## config.mk

```make
export PLATFORM = sky130hd
export DESIGN_NAME = evpu_top
export DESIGN_NICKNAME = d
export VERILOG_FILES = /design/src/include/evpu_pkg.sv /design/src/include/evpu_req_if.sv /design/src/logic/evpu_prio.sv /design/src/logic/evpu_sync.sv /design/src/logic/evpu_top.sv
export SDC_FILE = /design/constraint.sdc
export NUM_CORES = 1
export LEC_CHECK = 0
export ABC_CLOCK_PERIOD_IN_PS = 8350
export BUFFER_PORTS_ARGS = -buffer_cell sky130_fd_sc_hd__buf_2
export CAP_MARGIN = 15
export CORE_ASPECT_RATIO = 1.5
export CORE_MARGIN = 2
export CORE_UTILIZATION = 35
export CTS_CLUSTER_DIAMETER = 200
export DETAILED_ROUTE_END_ITERATION = 10
export HOLD_SLACK_MARGIN = 0.12
export PLACE_DENSITY = 0.55
export SLEW_MARGIN = 25
export SYNTH_ARGS = -nofsm -noshare
export SYNTH_HDL_FRONTEND = slang
export SYNTH_HIERARCHICAL = 1
export SYNTH_SLANG_ARGS = --single-unit
```

## constraint.sdc

```tcl
create_clock -name CLK_I -period 8.35 [get_ports CLK_I]
set_input_delay 1.2525 -clock CLK_I [delete_from_list [all_inputs] [get_ports CLK_I]]
set_output_delay 1.2525 -clock CLK_I [all_outputs]
set_load 0.01 [all_outputs]
```

## src/include/evpu_pkg.sv

```systemverilog
/*
 * Shared constants of the exception vector priority unit: register word
 * indices, field positions, reset values and the request index map.
 * Assumes a 32-bit AHB-Lite register bus and 16-bit vector addresses of
 * the form 0xFFxx, where a source index is the low vector byte over two.
 */
package evpu_pkg;

  // ************************************************************
  // register word indices (byte address is four times the index)
  // ************************************************************
  localparam logic [5:0] REG_IDX_TEST_CTRL = 6'h15;
  localparam logic [5:0] REG_IDX_TEST_DATA = 6'h16;
  localparam logic [5:0] REG_IDX_PROMOTE = 6'h1F;
  localparam logic [5:0] REG_IDX_IRQ_STATUS = 6'h20;
  localparam logic [5:0] REG_IDX_IRQ_CLEAR = 6'h21;
  localparam logic [5:0] REG_IDX_IRQ_ENABLE = 6'h22;

  // ************************************************************
  // field positions and reset values
  // ************************************************************
  localparam int TEST_WEN_BIT = 4;
  localparam logic [3:0] TEST_ADR_RST = 4'h0;
  localparam logic [7:0] PROMOTE_RST = 8'hF2;
  localparam logic [3:0] TEST_ADR_TOP = 4'hF;
  localparam logic [7:0] TEST_TOP_MASK = 8'h07;
  localparam int ST_BITS = 3;
  localparam int ST_VEC_DONE = 0;
  localparam int ST_PROM_REFUSED = 1;
  localparam int ST_FALLBACK = 2;
  localparam logic [ST_BITS-1:0] ST_RST = 3'h0;

  // ************************************************************
  // source indices, highest priority last
  // ************************************************************
  localparam int NUM_SRC = 128;
  localparam int NUM_PERIPH = 121;
  localparam int NUM_TESTABLE = 123;
  localparam logic [6:0] IDX_IRQ = 7'h79;
  localparam logic [6:0] IDX_NONMASKABLE_EXTERNAL_REQUEST = 7'h7A;
  localparam logic [6:0] IDX_SWI = 7'h7B;
  localparam logic [6:0] IDX_TRAP = 7'h7C;
  localparam logic [6:0] IDX_WDOG = 7'h7D;
  localparam logic [6:0] IDX_OSC = 7'h7E;
  localparam logic [6:0] IDX_SYS = 7'h7F;
  localparam logic [6:0] IDX_RTI = 7'h38;
  localparam logic [7:0] VEC_PAGE = 8'hFF;

  // ************************************************************
  // helpers
  // ************************************************************
  // vector address of a source index
  function automatic logic [15:0] evpu_vec_addr(input logic [6:0] idx);
    evpu_vec_addr = {VEC_PAGE, idx, 1'b0};
  endfunction : evpu_vec_addr

endpackage : evpu_pkg

```

## src/include/evpu_req_if.sv

```systemverilog
/*
 * Carrier between the unit top and its priority decoder: the request
 * vector and masks going in, the winning source coming back.
 * Assumes both ends sit on the same clock; the decoder is combinational.
 */
`timescale 1ns/10ps
interface evpu_req_if;
  logic [127:0] req;
  logic imask;
  logic xmask;
  logic [6:0] prom;
  logic found;
  logic [6:0] idx;

  modport decoder (input req, input imask, input xmask, input prom,
                   output found, output idx);
  modport source (output req, output imask, output xmask, output prom,
                  input found, input idx);
endinterface : evpu_req_if

```

## src/logic/evpu_prio.sv

```systemverilog
/*
 * Combinational priority decoder of the exception vector unit.
 * Assumes the request vector is indexed by low vector byte over two and
 * that the promoted index has already been range-checked by the top.
 */
`timescale 1ns/10ps
module evpu_prio
  import evpu_pkg::*;
(
  evpu_req_if.decoder rq
);

  // slot owner: promoted source and the tick source trade places
  function automatic logic [6:0] slot_src(input logic [6:0] s,
                                          input logic [6:0] prom);
    slot_src = s;
    if (prom != IDX_IRQ) begin
      if (s == prom) begin
        slot_src = IDX_RTI;
      end else if (s == IDX_RTI) begin
        slot_src = prom;
      end
    end
  endfunction : slot_src

  // later hits overwrite earlier ones, so the highest wins
  always_comb begin
    logic [6:0] src;
    src = 7'h00;
    rq.found = 1'b0;
    rq.idx = 7'h00;
    for (int i = 0; i <= int'(IDX_IRQ); i++) begin
      src = slot_src(7'(i), rq.prom);
      if (rq.req[src] && !rq.imask) begin
        rq.found = 1'b1;
        rq.idx = src;
      end
    end
    if (rq.req[rq.prom] && !rq.imask) begin
      rq.found = 1'b1;
      rq.idx = rq.prom;
    end
    if (rq.req[IDX_NONMASKABLE_EXTERNAL_REQUEST] && !rq.xmask) begin
      rq.found = 1'b1;
      rq.idx = IDX_NONMASKABLE_EXTERNAL_REQUEST;
    end
    for (int i = int'(IDX_SWI); i < NUM_SRC; i++) begin
      if (rq.req[i]) begin
        rq.found = 1'b1;
        rq.idx = 7'(i);
      end
    end
  end

endmodule : evpu_prio

```

## src/logic/evpu_sync.sv

```systemverilog
/*
 * Three-stage input synchroniser with agreement filter for pin inputs.
 * Assumes pins are asynchronous to CLK_I; the output follows only when
 * the second and third stages agree.
 */
`timescale 1ns/10ps
module evpu_sync #(
  parameter int WIDTH = 2,
  parameter logic [WIDTH-1:0] RST_VAL = '1
) (
  input wire logic clk_i,
  input wire logic srst_i,
  input wire logic [WIDTH-1:0] pin_i,
  output logic [WIDTH-1:0] level_o
);

  logic [WIDTH-1:0] st1_reg;
  logic [WIDTH-1:0] st2_reg;
  logic [WIDTH-1:0] st3_reg;

  // shift chain, first stage read only by the second
  always_ff @(posedge clk_i) begin
    if (srst_i) begin
      st1_reg <= RST_VAL;
      st2_reg <= RST_VAL;
      st3_reg <= RST_VAL;
    end else begin
      st1_reg <= pin_i;
      st2_reg <= st1_reg;
      st3_reg <= st2_reg;
    end
  end

  // accept a bit once stages two and three agree
  always_ff @(posedge clk_i) begin
    if (srst_i) begin
      level_o <= RST_VAL;
    end else begin
      for (int i = 0; i < WIDTH; i++) begin
        if (st2_reg[i] == st3_reg[i]) begin
          level_o[i] <= st3_reg[i];
        end
      end
    end
  end

endmodule : evpu_sync

```

## src/logic/evpu_top.sv

```systemverilog
/*
 * Exception vector priority unit: gathers reset, trap, software,
 * non-maskable and maskable requests and answers CPU vector requests,
 * with a promotion register, test registers and an event interrupt.
 * Assumes one 40 MHz clock, synchronous reset, an AHB-Lite master and
 * peripheral requests that are already synchronous to CLK_I.
 */
`timescale 1ns/10ps

// Behaviour
// - a 7-bit promotion field in bits 7:1 picks the maskable source raised to the top of the maskable group.
// - a promotion value above the maskable range makes the external maskable line the promoted one.
// - the promotion register reads at any time and a write counts only while the CPU maskable mask is 1.
// - the promoted source's vector goes to the decoder whenever that source is active.
// - the real-time tick source takes the priority slot that the promoted source left.
// - an asynchronous wake-up rises on any valid interrupt or any non-maskable pin request.
// - the system reports one of three reset kinds and the unit returns its reset vector.
// - the vector is chosen when the CPU asks, so a newer higher request wins.
// - when the live source vanished the vector of the last valid request is returned.
// - when nothing was ever pending the software trap vector is returned.
// - system reset, oscillator monitor reset and watchdog reset come first at the top three words.
// - the opcode trap follows, then one shared software trap and debug vector.
// - non-maskable pin, maskable pin, then peripherals from high to low address.
// - test data is usable only in special modes and reads zero otherwise; the test control word reads and takes its select in any mode.
// - with the test write enable set the decoder sees the test register values.
module evpu_top
  import evpu_pkg::*;
(
  input wire logic CLK_I,
  input wire logic SRST_I,
  input wire logic HSEL_I,
  input wire logic [31:0] HADDR_I,
  input wire logic [1:0] HTRANS_I,
  input wire logic HWRITE_I,
  input wire logic [2:0] HSIZE_I,
  input wire logic [31:0] HWDATA_I,
  input wire logic HREADY_I,
  output logic [31:0] HRDATA_O,
  output logic HREADYOUT_O,
  output logic HRESP_O,
  input wire logic RST_SYS_I,
  input wire logic RST_OSC_I,
  input wire logic RST_WDOG_I,
  input wire logic TRAP_I,
  input wire logic SWI_I,
  input wire logic NMI_N_I,
  input wire logic IRQ_N_I,
  input wire logic [120:0] PERIPH_REQ_I,
  input wire logic IMASK_I,
  input wire logic XMASK_I,
  input wire logic SPECIAL_MODE_I,
  input wire logic VEC_REQ_I,
  output logic [15:0] VEC_O,
  output logic VEC_VALID_O,
  output logic WAKEUP_O,
  output logic IRQ_O
);

  // ************************************************************
  // declarations
  // ************************************************************
  evpu_req_if rq ();
  logic [1:0] pin_lvl;
  logic [127:0] raw_req;
  logic [NUM_TESTABLE-1:0] test_flat;
  logic [7:0] test_mem [0:15];
  logic [3:0] test_adr_reg;
  logic test_wen_reg;
  logic [7:0] prom_reg;
  logic [6:0] prom_eff;
  logic [ST_BITS-1:0] st_reg;
  logic [ST_BITS-1:0] en_reg;
  logic [ST_BITS-1:0] st_set;
  logic wr_pend_reg;
  logic rd_pend_reg;
  logic [5:0] addr_reg;
  logic addr_ok;
  logic wr_strb;
  logic [31:0] rd_next;
  logic busy_reg;
  logic vec_take;
  logic ever_reg;
  logic [6:0] last_reg;
  logic [15:0] sel_vec;

  // ************************************************************
  // pin synchronisers and request vector
  // ************************************************************
  evpu_sync #(.WIDTH(2), .RST_VAL(2'h3)) u_sync (
    .clk_i(CLK_I),
    .srst_i(SRST_I),
    .pin_i({NMI_N_I, IRQ_N_I}),
    .level_o(pin_lvl)
  );

  // index equals low vector byte over two
  assign raw_req = {RST_SYS_I, RST_OSC_I, RST_WDOG_I, TRAP_I, SWI_I,
                    ~pin_lvl[1], ~pin_lvl[0], PERIPH_REQ_I};

  // flatten test storage onto the testable indices
  always_comb begin
    test_flat = '0;
    for (int i = 0; i < NUM_TESTABLE; i++) begin
      test_flat[i] = test_mem[i / 8][i % 8];
    end
  end

  // decoder input: real requests or test values
  assign rq.req = test_wen_reg ?
                  {raw_req[127:NUM_TESTABLE], test_flat} : raw_req;
  assign rq.imask = IMASK_I;
  assign rq.xmask = XMASK_I;
  assign rq.prom = prom_eff;

  // out-of-range promotion falls back to the maskable pin
  assign prom_eff = (prom_reg[7:1] > IDX_IRQ) ?
                    IDX_IRQ : prom_reg[7:1];

  evpu_prio u_prio (
    .rq(rq.decoder)
  );

  // ************************************************************
  // wake-up path
  // ************************************************************
  // unclocked on purpose: clocks may be stopped in wait and stop
  assign WAKEUP_O = ~NMI_N_I | ((~IRQ_N_I | (|PERIPH_REQ_I)) & ~IMASK_I)
                    | TRAP_I | SWI_I;

  // ************************************************************
  // vector request handling
  // ************************************************************
  assign vec_take = VEC_REQ_I && !busy_reg;

  // live winner, else last valid, else software trap vector
  always_comb begin
    if (rq.found) begin
      sel_vec = evpu_vec_addr(rq.idx);
    end else if (ever_reg) begin
      sel_vec = evpu_vec_addr(last_reg);
    end else begin
      sel_vec = evpu_vec_addr(IDX_SWI);
    end
  end

  // remember the last valid winner of the sequence
  always_ff @(posedge CLK_I) begin
    if (SRST_I) begin
      ever_reg <= 1'b0;
      last_reg <= IDX_SWI;
    end else if (rq.found) begin
      ever_reg <= 1'b1;
      last_reg <= rq.idx;
    end
  end

  // latch the vector at the strobe, hold while it stays high
  always_ff @(posedge CLK_I) begin
    if (SRST_I) begin
      busy_reg <= 1'b0;
      VEC_O <= evpu_vec_addr(IDX_SWI);
      VEC_VALID_O <= 1'b0;
    end else begin
      busy_reg <= VEC_REQ_I;
      VEC_VALID_O <= VEC_REQ_I;
      if (vec_take) begin
        VEC_O <= sel_vec;
      end
    end
  end

  // ************************************************************
  // AHB-Lite slave
  // ************************************************************
  assign addr_ok = HSEL_I && HTRANS_I[1] && HREADY_I;
  assign wr_strb = wr_pend_reg;

  // capture address phase; reads add one wait state
  always_ff @(posedge CLK_I) begin
    if (SRST_I) begin
      wr_pend_reg <= 1'b0;
      rd_pend_reg <= 1'b0;
      addr_reg <= 6'h00;
      HREADYOUT_O <= 1'b1;
      HRESP_O <= 1'b0;
      HRDATA_O <= 32'h0000_0000;
    end else begin
      wr_pend_reg <= addr_ok && HWRITE_I;
      rd_pend_reg <= addr_ok && !HWRITE_I;
      HRESP_O <= 1'b0;
      if (addr_ok) begin
        addr_reg <= HADDR_I[7:2];
      end
      HREADYOUT_O <= !(addr_ok && !HWRITE_I);
      if (rd_pend_reg) begin
        HRDATA_O <= rd_next;
      end
    end
  end

  // read mux, unmapped words read zero
  always_comb begin
    rd_next = 32'h0000_0000;
    case (addr_reg)
      REG_IDX_TEST_CTRL: begin
        rd_next[TEST_WEN_BIT] = test_wen_reg;
        rd_next[3:0] = test_adr_reg;
      end
      REG_IDX_TEST_DATA: begin
        if (SPECIAL_MODE_I) begin
          rd_next[7:0] = test_wen_reg ? test_mem[test_adr_reg] :
                         raw_req[{test_adr_reg, 3'h0} +: 8];
          if (test_adr_reg == TEST_ADR_TOP) begin
            rd_next[7:0] = rd_next[7:0] & TEST_TOP_MASK;
          end
        end
      end
      REG_IDX_PROMOTE: rd_next[7:0] = {prom_reg[7:1], 1'b0};
      REG_IDX_IRQ_STATUS: rd_next[ST_BITS-1:0] = st_reg;
      REG_IDX_IRQ_ENABLE: rd_next[ST_BITS-1:0] = en_reg;
      default: rd_next = 32'h0000_0000;
    endcase
  end

  // ************************************************************
  // register writes
  // ************************************************************
  // promotion select, taken only under the maskable mask
  always_ff @(posedge CLK_I) begin
    if (SRST_I) begin
      prom_reg <= PROMOTE_RST;
    end else if (wr_strb && addr_reg == REG_IDX_PROMOTE && IMASK_I) begin
      prom_reg <= {HWDATA_I[7:1], 1'b0};
    end
  end

  // test control: select anytime, enable in special mode under masks
  always_ff @(posedge CLK_I) begin
    if (SRST_I) begin
      test_adr_reg <= TEST_ADR_RST;
      test_wen_reg <= 1'b0;
    end else if (wr_strb && addr_reg == REG_IDX_TEST_CTRL) begin
      test_adr_reg <= HWDATA_I[3:0];
      if (SPECIAL_MODE_I && IMASK_I && XMASK_I) begin
        test_wen_reg <= HWDATA_I[TEST_WEN_BIT];
      end
    end
  end

  // test values, upper bits of the top register not implemented
  always_ff @(posedge CLK_I) begin
    if (SRST_I) begin
      for (int i = 0; i < 16; i++) begin
        test_mem[i] <= 8'h00;
      end
    end else if (wr_strb && addr_reg == REG_IDX_TEST_DATA &&
                 SPECIAL_MODE_I && test_wen_reg && IMASK_I) begin
      if (test_adr_reg == TEST_ADR_TOP) begin
        test_mem[test_adr_reg] <= HWDATA_I[7:0] & TEST_TOP_MASK;
      end else begin
        test_mem[test_adr_reg] <= HWDATA_I[7:0];
      end
    end
  end

  // ************************************************************
  // event interrupt
  // ************************************************************
  always_comb begin
    st_set = '0;
    st_set[ST_VEC_DONE] = vec_take;
    st_set[ST_PROM_REFUSED] = wr_strb && addr_reg == REG_IDX_PROMOTE &&
                              !IMASK_I;
    st_set[ST_FALLBACK] = vec_take && !rq.found;
  end

  // sticky status, set beats clear; enable register
  always_ff @(posedge CLK_I) begin
    if (SRST_I) begin
      st_reg <= ST_RST;
      en_reg <= ST_RST;
    end else begin
      if (wr_strb && addr_reg == REG_IDX_IRQ_CLEAR) begin
        st_reg <= (st_reg & ~HWDATA_I[ST_BITS-1:0]) | st_set;
      end else begin
        st_reg <= st_reg | st_set;
      end
      if (wr_strb && addr_reg == REG_IDX_IRQ_ENABLE) begin
        en_reg <= HWDATA_I[ST_BITS-1:0];
      end
    end
  end

  // level interrupt from flop
  always_ff @(posedge CLK_I) begin
    if (SRST_I) begin
      IRQ_O <= 1'b0;
    end else begin
      IRQ_O <= |((st_reg | st_set) & en_reg);
    end
  end
endmodule : evpu_top

```

Word-level counts from Yosys, hierarchy flattened --
Memories as Yosys holds them, arrays and structs flattened. A register that Yosys moved wholly into a read port is not among the register bits. Index checks and enable logic that the tools add are counted.
Storage, ports and cells: word-level logic and storage cells 1221, memories 1, input port bits 206, flip-flop bits (word level) 69, RAM bits 128, output and inout port bits 53
Memory list:
- test_mem | depth 16, width 8, rd ports 17, clocked after Yosys merged registers in 1, wr ports 16, RTL line evpu_top.sv:66 | logic [7:0] test_mem [0:15];
Operators by class: reduce and logical (&&, ||, !) cells 153, $lt $le $gt $ge 124, muxes and demuxes 775, equality and inequality tests 131, shifts and indexed selects 1, bitwise operators 16
Operators by type and width (number):
- 7-bit two-way mux | 311
- 7-bit by 8-bit less-than comparator with 1-bit output (second input constant) | 123
- 1-bit binary-select mux with 7-bit select | 123
- 7-bit == test (first input constant) | 58
- 1-bit two-way mux | 264
- 6-bit by 7-bit == test with 1-bit output (first input constant) | 32
- 6-bit two-way mux | 32
- 1-bit logical AND | 142
- 128-bit by 8-bit variable part select with 8-bit output | 1
- 123-bit two-way mux | 1
- 121-bit OR reduction | 1
- 5-bit by 7-bit == test with 1-bit output (first input constant) | 16
- 5-bit two-way mux | 16
- 4-bit by 7-bit == test with 1-bit output (first input constant) | 8
- 8-bit two-way mux | 7
- 4-bit two-way mux | 11
- 3-bit by 7-bit == test with 1-bit output (first input constant) | 4
- 6-bit by 5-bit == test with 1-bit output (second input constant) | 3
- 6-bit == test (second input constant) | 3
- 3-bit two-way mux | 5
- 3-bit case mux with 5 select lines | 1
- 2-bit by 7-bit == test with 1-bit output (first input constant) | 2
- 8-bit OR reduction | 1
- 1-bit by 7-bit == test with 1-bit output (first input constant) | 1
- 17 further kinds | 34

Longest topological paths before layout --
Gate-level depths: netlist (run 1).
depth in word-level cells 142, mapped depth 24, gate-level depth less buffers 16

Hierarchy --
Netlist (run 1), hierarchy kept.
Modules (own cells, without submodules):
- evpu_top | area each 11065.6 um^2, sequential area each 4964.8 um^2, cells an instance 979, instances 1
- evpu_prio | area each 9501.6 um^2, sequential area each 0.0 um^2, cells an instance 1491, instances 1
- evpu_sync | area each 230.2 um^2, sequential area each 160.2 um^2, cells an instance 20, instances 1

Worst setup path before layout (run 1) --
OpenSTA, ideal clock, no wires.
kind input to register, start input port PERIPH_REQ_I[37], end register VEC_O[3], data arrival time 5.092 ns, slack 3.193 ns, library setup time 0.065 ns, data required time 8.285 ns, stages 17, cell sequence mux2_2 > mux4_1 > mux4_2 > a22o_1 > a211oi_2 > or4_1 > o21a_4 > nand3_2 > or4_1 > or3_1 > clkbuf_1 > inv_1 > clkbuf_1 > nand3_1 > a21oi_1 > a21oi_1 > nor2_1
On the way: cells in the longest elaborated chain, start to end 134, elaborated cells on any way between the ends 629, those cells by class mux: 506; reduce/logical: 123
RTL lines:
- start, declared | RTL line evpu_top.sv:48 | input wire logic [120:0] PERIPH_REQ_I,
- 123-bit two-way mux (*) | RTL line evpu_top.sv:109 | assign rq.req = test_wen_reg ?
- 1-bit binary-select mux with 7-bit select | RTL line evpu_prio.sv:34 | if (rq.req[src] && !rq.imask) begin
- 1-bit two-way mux (not written as such) | RTL line evpu_prio.sv:34
- 1-bit logical AND | RTL line evpu_prio.sv:34
- 1-bit two-way mux (122 in series) | RTL line evpu_prio.sv:34
- 1-bit two-way mux (*) | RTL line evpu_prio.sv:39 | if (rq.req[rq.prom] && !rq.imask) begin
- 1-bit two-way mux (*) | RTL line evpu_prio.sv:43 | if (rq.req[IDX_NONMASKABLE_EXTERNAL_REQUEST] && !rq.xmask) begin
- 1-bit two-way mux (*) (5 in series) | RTL line evpu_prio.sv:48 | if (rq.req[i]) begin
- via rq.found | RTL line evpu_req_if.sv:12 | logic found;
- 8-bit two-way mux (*) | RTL line evpu_top.sv:137 | if (rq.found) begin
- end signal, assigned | RTL line evpu_top.sv:161 | VEC_O <= evpu_vec_addr(IDX_SWI);
- end signal, assigned | RTL line evpu_top.sv:167 | VEC_O <= sel_vec;
- end, declared | RTL line evpu_top.sv:53 | output logic [15:0] VEC_O,
The timed path passes the listed nets; every way through them passes the cells marked *. The select of a mux whose other input is x is not followed. A chain may end at the register's enable or synchronous reset.

Worst setup path in the final report (run 1) --
start input port PERIPH_REQ_I[56], end register VEC_O[3]
On the way: cells in the longest elaborated chain, start to end 134, elaborated cells on any way between the ends 629, those cells by class mux: 506; reduce/logical: 123
RTL lines:
- 123-bit two-way mux (*) | RTL line evpu_top.sv:109
- via rq.req[56] | RTL line evpu_req_if.sv:8 | logic [127:0] req;
- 1-bit binary-select mux with 7-bit select | RTL line evpu_prio.sv:34
- 1-bit two-way mux (not written as such) | RTL line evpu_prio.sv:34
- 1-bit logical AND | RTL line evpu_prio.sv:34
- 7-bit two-way mux (122 in series) | RTL line evpu_prio.sv:34
- 7-bit two-way mux (*) | RTL line evpu_prio.sv:39
- 7-bit two-way mux (*) | RTL line evpu_prio.sv:43
- 7-bit two-way mux (*) (5 in series) | RTL line evpu_prio.sv:48
- via rq.idx[2] | RTL line evpu_req_if.sv:13 | logic [6:0] idx;
- 8-bit two-way mux (*) | RTL line evpu_top.sv:137
Marks and branches as above.

==> summary.txt, run 1 <==
Global route
  – First-pass GRT wire length: 171,000 um
  – GRT Overall Usage: 0.394
  – Antenna violations before repair: 4
  – Global-route congestion overflow total: 0
  – Vias in the first global route: 22,500
  – Largest net degree at the start of global routing: 128

Final layout
  – Largest register by flop count: test_mem
  – Flip-flop and latch area: 5130 sq um
  – # fillers: 6,080
  – Final nets: 2,745
  – Area occupied by multi-input gates: 14,400 sq um
  – Final instance area: 22,800 sq um
  – Layout cells sized above 1: 0.224
  – Area growth syn-to-layout: 9.78%
  – Non-filler cells, final: 3,332
  – Max FFs per register: 128
  – Top flop regs: test_mem: 128 flops, HRDATA_O: 8 flops
  – Util after Layout: 0.388

Setup path
  – Worst EP arrival: 6.79 ns
  – Worst-path maximum fanout: 18
  – R2r setup slk: 1.92 ns
  – WP data required: 8.68 ns
  – Critical path cell sequence: buf_2, mux2_2, or4_1, a2111oi_0, a2bb2oi_1, nor2b_1, o21ai_0, a2111oi_1, o311ai_0, a311oi_1, nor2_1, nand2_1, a21oi_1, a21oi_1, nor2_1
  – Capture point of the worst reg-to-reg path: VEC_O[4]
  – Crit Path Class: input port to flop
  – Kind of start point of the critical path: input port
  – R2R depth: 16
  – Crit-path slowest cell: a311oi_1
  – CP peak stage delay: 0.93 ns
  – FF-to-FF Start: prom_reg[5]
  – Crit path capture type: flop

Synth
  – Ys flop type: edfxtp_1
  – Cell variety after synth: 109
  – Ys Warns: 6
  – Cells after Synth: 2,490
  – Post-synth EDFFs: 128
  – Adder-cell share of the synthesized area: 0
  – Synth Area in Compound Gates: 0.246
  – Syn Area/Cell: 8.35 sq um
  – Post-synthesis mux area share: 0.190
  – Mapped Area: 20,800 sq um
  – Synthesized flop and latch total: 192
  – Async set-reset flop share out of synthesis: 0
  – Simple-gate share of the synthesized area: 0.246
  – XOR/XNOR Fraction of Synth Area: 0.00168
  – Fraction of the yosys area taken by sequential cells: 0.246
  – Largest family of logic cells by synthesized area: compound AO/OA/AOI/OAI gates

Place
  – Placed insts: 3,297
  – Cell area after placement: 22,200 sq um
  – Port bufs: 170
  – HPWL Detailed: 96,400 um
  – Final GP Congestion: 1.04
  – Dpl ws: 1.74 ns

Clock tree
  – CTS Buf Count: 17
  – Clk buf depth: 2
  – Clock sinks: 192
  – Clock transition at path regs: 0.07 ns
  – Skew-Pair Late Insertion Delay: 0.46 ns
  – # resized after CTS: 0
  – Root Driver: clkbuf_16
  – H-tree depth: 4
  – Setup bufs post-CTS: 0
  – # hold bufs at CTS: 0
  – CTS tree: done

Floorplanning
  – Core Area: 58,900 sq um
  – Row count: 109
  – # IOs: 259
  – Die Wd: 203 um
  – Starting density of the core: 0.353
  – Die Footprint: 61,400 sq um
  – Die height: 303 um

Min path
  – Hold path cells: 1
  – Hold crit path type: flop to flop
  – Hold path endpoint: u_sync/st2_reg[1]
  – Worst hold start: u_sync/st1_reg[1]

Power and ir drop
  – NetSw: 0.797 mW
  – Clock power share: 0.327
  – Maximum vdd drop: 0.000179 V
  – Sequential fraction of design power: 0.436
  – Int Pwr: 1.68 mW
  – Power Dens Cells: 108 nW/um^2
  – Sw Share: 0.322
  – Leak: 7.60 nW
  – Combinational power share: 0.237

STA
  – Setup ws final: 1.90 ns
  – Worst slew margin: 0.273
  – Final min period: 6.45 ns
  – Final hold violation count: 0
  – Fin Clk Skew: 0.0120 ns
  – Final slew viol count: 0
  – Period utilization: 0.773
  – Post-Route Setup TNS: 0 ns
  – # setup viols final: 0
  – Max Clock Freq: 155 MHz
  – Actual slew at the worst max-slew pin: 1.08 ns
  – Unrepaired setup endpoints after global routing: no

Run
  – # Max-Cap Violations: 0

Detailed routing
  – Routed length per instance: 37.3 um
  – Drc violations: 0
  – DR vias: 23,700
  – First drt pass iteration count: 6
  – Detailed Route Iter0 Violations: 3,236
  – Detailed Route WL: 124,000 um
  – Vias per cell: 7.10
  – Final ANT Viol Nets: 0

Status
  – Status: finished clean
==> critical path, delay by kind of cell <==
kind	cells	cell delay [ns]
AO/OA/AOI/OAI	8	3.43
AND/OR/NAND/NOR	5	1.41
multiplexers	1	0.49
buffers and inverters	1	0.15
==> power by group through the flow <==
stage	clock network [mW]	logic [mW]	registers, mW
2_1_floorplan	0	0.317	1.08
3_3_place_gp	0	0.554	1.09
3_5_place_dp	0	0.551	1.10
4_1_cts	0.816	0.554	1.08
5_1_grt	0.847	0.600	1.08
6_report	0.810	0.586	1.08
==> cells by family after synthesis <==
logic type,after synthesis
and+or+nand+nor,965
AOI/OAI and AO/OA,757
buffers and inverters,302
muxes,268
DFF,192
xor gates and xnor gates,4
other,2
==> Yosys cell counts, types with 16 or more instances <==
| cell type | count | area share |
|---|---|---|
| a311oi_1 | 16 | 0.0067 |
| buf_4 | 52 | 0.019 |
| edfxtp_1 | 128 | 0.18 |
| nand4_1 | 23 | 0.0069 |
| a21oi_1 | 134 | 0.032 |
| nand2_1 | 205 | 0.037 |
| mux2_2 | 124 | 0.067 |
| buf_2 | 73 | 0.018 |
| o211ai_1 | 37 | 0.013 |
| a211oi_1 | 40 | 0.014 |
| dfxtp_1 | 64 | 0.062 |
| nand2b_1 | 39 | 0.012 |
| nor3_1 | 58 | 0.014 |
| mux2i_1 | 55 | 0.026 |
| and2_1 | 17 | 0.0051 |
| a22oi_1 | 16 | 0.0058 |
| clkbuf_1 | 110 | 0.020 |
| nor2_1 | 261 | 0.047 |
| a31oi_1 | 49 | 0.015 |
| nor4_1 | 51 | 0.015 |
| mux4_2 | 88 | 0.095 |
| a211o_1 | 26 | 0.011 |
| inv_1 | 37 | 0.0067 |
| nor2b_1 | 48 | 0.014 |
| a21o_1 | 16 | 0.0058 |
| and3_1 | 16 | 0.0048 |
| nand3_1 | 91 | 0.022 |
| o22ai_1 | 20 | 0.0060 |
| buf_1 | 21 | 0.0038 |
| o21ai_0 | 196 | 0.047 |
==> routing by layer <==
| layer | share of wire | GRT usage | vias up | wire [um] |
|---|---|---|---|---|
| li1 | - | - | 9695 | - |
| met1 | 0.34 | 0.445 | 11600 | 42900 |
| met2 | 0.46 | 0.640 | 1820 | 56800 |
| met3 | 0.093 | 0.0759 | 527 | 11500 |
| met4 | 0.11 | 0.343 | 4 | 13100 |
| met5 | 0.00017 | 0 | - | 21 |
==> worst max path at each step <==
| stage | start | end | cells past startpoint |
|---|---|---|---|
| 2_1_floorplan | PERIPH_REQ_I[37] | VEC_O[3] | 17 |
| 3_3_place_gp | PERIPH_REQ_I[56] | VEC_O[3] | 17 |
| 3_5_place_dp | PERIPH_REQ_I[56] | VEC_O[3] | 15 |
| 4_1_cts | PERIPH_REQ_I[56] | VEC_O[3] | 15 |
| 5_1_grt | prom_reg[6] | VEC_O[2] | 16 |
| 6_report | PERIPH_REQ_I[56] | VEC_O[3] | 15 |
==> cell type report <==
cell class,count,share of cell area
Clock buffer,23,0.0224
Inverter,40,0.00658
Tap cell,777,0.0426
Timing Repair Buffer,255,0.0678
Multi-Input combinational cell,2033,0.633
Sequential cell,192,0.225
Antenna cell,3,0.000329
Clock inverter,9,0.00296
==> cell usage in the layout (no fill, tap or decap), types with 19 or more instances in the layout <==
master / n
nor2b_1: 47
nand2b_1: 39
a211o_1: 26
nor3_1: 58
o211ai_1: 37
nor2_1: 261
mux2_2: 124
mux4_2: 88
mux2i_1: 55
clkbuf_16: 19
nor4_1: 48
a31oi_1: 49
a211oi_1: 40
buf_2: 169
inv_1: 37
conb_1: 39
o21ai_0: 195
nand2_1: 205
nand3_1: 91
o22ai_1: 20
edfxtp_1: 128
buf_4: 81
nand4_1: 23
dfxtp_1: 59
a21oi_1: 134
==> stage by stage <==
stage / power, mW / hold slack (ns)
5_1_grt: 2.53 / 0.420
2_1_floorplan: 1.40 / 0.383
3_3_place_gp: 1.65 / 0.402
3_5_place_dp: 1.65 / 0.402
4_1_cts: 2.45 / 0.418
6_report: 2.47 / 0.412
Power figures use the tool's default switching activity.
==> run 2: changes to the inputs <==
ABC_AREA = 1   (was default)
ABC_CLOCK_PERIOD_IN_PS = 6200   (was 8350)
clock period = 6.2 ns   (was 8.35 ns; I/O delays follow)
==> run 2 against run 1 <==
The run now ends with setup timing left. Sequential power up 32%. Sequential share of layout area is 4.5 points lower. Register-to-register slack got worse by 4.2 ns. Via count grew 18%. Synthesized area is 2.3% lower. Die area decreased by 2.2%. Critical path depth increased by 127. Clock skew up 0.012 ns. Global-route usage down 2.9 points. First-iteration DRC count shrank 7.7%. Final area is 25% higher.
==> summary.txt, run 2 <==
Power and ir drop
  – Leak: 14.1 nW
  – Total power: 3.55 mW
  – Maximum vdd drop: 0.000250 V
  – Power Dens Cells: 124 nW/um^2

Setup path
  – CP peak stage delay: 0.33 ns
  – Worst EP arrival: 8.81 ns
  – Cell mode on critical path: nand2_1
  – Capture point of the worst reg-to-reg path: VEC_O[1]
  – Kind of start point of the critical path: flop
  – FF-to-FF Start: prom_reg[6]
  – Crit path capture type: flop
  – R2r setup slk: -2.24 ns
  – R2R depth: 142
  – Crit-path slowest cell: dfxtp_2
  – Worst-path maximum fanout: 3
  – Crit Path Class: flop to flop
  – WP data required: 6.58 ns

Detailed routing
  – WL met3: 7670 um
  – DR WL met2: 53,100 um
  – Detailed Route WL: 113,000 um
  – Drc violations: 0
  – Detailed Route Iter0 Violations: 2,988
  – Routed length per instance: 21.8 um
  – Final ANT Viol Nets: 0
  – Highest Signal Layer: met4
  – DR vias: 27,900
  – First drt pass iteration count: 8
  – Vias per cell: 5.36
  – Wl on met1: 42,400 um

Final layout
  – Top flop regs: test_mem: 128 flops, HRDATA_O: 8 flops
  – Util after Layout: 0.495
  – Highest-count cells in the layout ignoring fill and taps: nand2_1 (1,028), buf_4 (804), nor2_1 (498)
  – Non-filler cells, final: 5,200
  – Max FFs per register: 128
  – # fillers: 6,272
  – ANT cells: 0
  – Layout cells sized above 1: 0.266
  – Final instance area: 28,600 sq um
  – Final nets: 4,623
  – Most common cell after layout, fill and taps aside: nand2_1
  – Largest register by flop count: test_mem
  – Area growth syn-to-layout: 40.5%

Synth
  – Most numerous cell in the Yosys netlist: nand2_1
  – Simple-gate share of the synthesized area: 0.382
  – Ys flop type: edfxtp_1
  – Mapped Area: 20,300 sq um
  – Async set-reset flop share out of synthesis: 0
  – Most area-consuming cells after synthesis: nand2_1 (19%), edfxtp_1 (19%), o21ai_0 (9.6%), nor2_1 (9.6%), inv_1 (8.4%)
  – Top cell type's share of synthesized area: 0.191
  – Cells after Synth: 3,577
  – Post-synth top cells: nand2_1 (1,034), nor2_1 (518), inv_1 (455)
  – Cell variety after synth: 62
  – Ys Warns: 6
  – Fraction of the yosys area taken by sequential cells: 0.252
  – Adder-cell share of the synthesized area: 0
  – Post-synthesis mux area share: 0
  – Largest family of logic cells by synthesized area: simple AND/OR/NAND/NOR gates
  – Synthesized flop and latch total: 192
  – Syn Area/Cell: 5.68 sq um
  – Synth Area in Compound Gates: 0.227
  – Post-synth EDFFs: 128
  – Yosys top cell by area: nand2_1
  – XOR/XNOR Fraction of Synth Area: 0

STA
  – Max Clock Freq: 119 MHz
  – Fin Clk Skew: 0.0237 ns
  – Final min period: 8.44 ns
  – Actual slew at the worst max-slew pin: 1.03 ns
  – Final slew viol count: 0
  – # setup viols final: 17
  – Unrepaired setup endpoints after global routing: yes
  – Worst slew margin: 0.305
  – Final hold violation count: 0
  – Setup ws final: -2.24 ns
  – Period utilization: 1.36

Clock tree
  – # hold bufs at CTS: 0
  – CTS Buf Count: 17
  – Skew-Pair Late Insertion Delay: 0.48 ns
  – CTS tree: done
  – Clock sinks: 192
  – H-tree depth: 4
  – Clk buf depth: 2
  – Root Driver: clkbuf_16
  – Clock transition at path regs: 0.08 ns

Floorplanning
  – Die Footprint: 60,100 sq um
  – Core Area: 57,700 sq um
  – Starting density of the core: 0.352
  – Die height: 299 um
  – Row count: 108
  – Die Wd: 201 um
  – # IOs: 259

Min path
  – Worst hold start: u_sync/st1_reg[1]
  – Hold crit path type: flop to flop
  – Hold path endpoint: u_sync/st2_reg[1]
  – Hold path cells: 1

Global route
  – Global-route congestion overflow total: 0
  – Vias in the first global route: 26,400
  – Antenna violations before repair: 0
  – First-pass GRT wire length: 163,000 um
  – Largest net degree at the start of global routing: 128
  – GRT Overall Usage: 0.366

Place
  – Dpl ws: -2.47 ns
  – Cell area after placement: 27,200 sq um
  – Final GP Congestion: 1.07
  – Port bufs: 170
  – HPWL Detailed: 92,500 um
  – Placed insts: 5,119

Status
  – Status: complete, but fails checks
  – Failing checks: setup timing

Run
  – # Max-Cap Violations: 0
[run 2: cell count changes after synthesis, sizes merged, moves of 39 or more]
cell    delta
buf       -57
inv      +438
mux2     -124
mux2i     -55
mux4      -89
nand2    +844
nand2b    -39
nand3     +74
nand4     +41
nor2     +270
nor2b     -48
o21ai    +192
o22ai     +40
[run 2: cells by family (layout without fill, tap and decap cells)]
group | Yosys count | in the layout
AND/OR/NAND/NOR | 1883 | 1883
AO/OA/AOI/OAI | 804 | 804
buffers and inverters | 696 | 1512
flip-flops | 192 | 192
other | 2 | 39
[run 2: routing by layer]
metal  GRT usage  up-vias
met5           0        -
met4       0.277        0
met3      0.0362      391
met2       0.627     1381
met1       0.422    12800
li1            -    13400
[run 2: layout make-up]
class                      instances  area (sq um)  area share
clock buffer                      19           433      0.0152
clock inverter                    13           120     0.00420
inverter                         489          1850      0.0649
multi-input combinational       2726         12900       0.453
sequential                       192          5140       0.180
tap                              770           963      0.0337
timing repair buffer             991          7120       0.249
[run 2: how the worst max path moves through the flow]
stage                start        to  cells after the start  slack, ns
2_1_floorplan  prom_reg[4]  VEC_O[1]                    139      -1.48
3_3_place_gp   prom_reg[5]  VEC_O[2]                     68      -2.45
3_5_place_dp   prom_reg[4]  VEC_O[2]                     68      -2.47
4_1_cts        prom_reg[7]  VEC_O[1]                    142      -2.24
5_1_grt        prom_reg[6]  VEC_O[1]                    138      -3.74
6_report       prom_reg[6]  VEC_O[1]                    142      -2.24
[run 2: worst max-delay path: cells and delay by family, from the launching register on]
| kind | cells | cell delay (ns) |
|---|---|---|
| flops | 1 | 0.33 |
| buf+inv | 6 | 0.47 |
| simple gates | 133 | 7.17 |
| compound gates | 3 | 0.37 |
[run 2: metrics by stage]
stage	TNS, ns	hold WS, ns
final	-20.20	0.409
after global routing	-32.37	0.443
after CTS	-21.05	0.406
after detailed placement	-25.30	0.400
after global placement	-25.59	0.387
after floorplan	-5.03	0.383
[run 2: what timing repair did]
item | 4_1_cts | 5_1_grt
pin swaps | 19 | 44
endpoints found under the setup margin | 14 | 17
resized for setup | 69 | 68
buffers inserted | 34 | 15
[run 2: where the power goes]
part	internal, mW	switching (mW)
Clock	0.533	0.551
Sequential	1.40	0.0291
Combinational	0.433	0.607
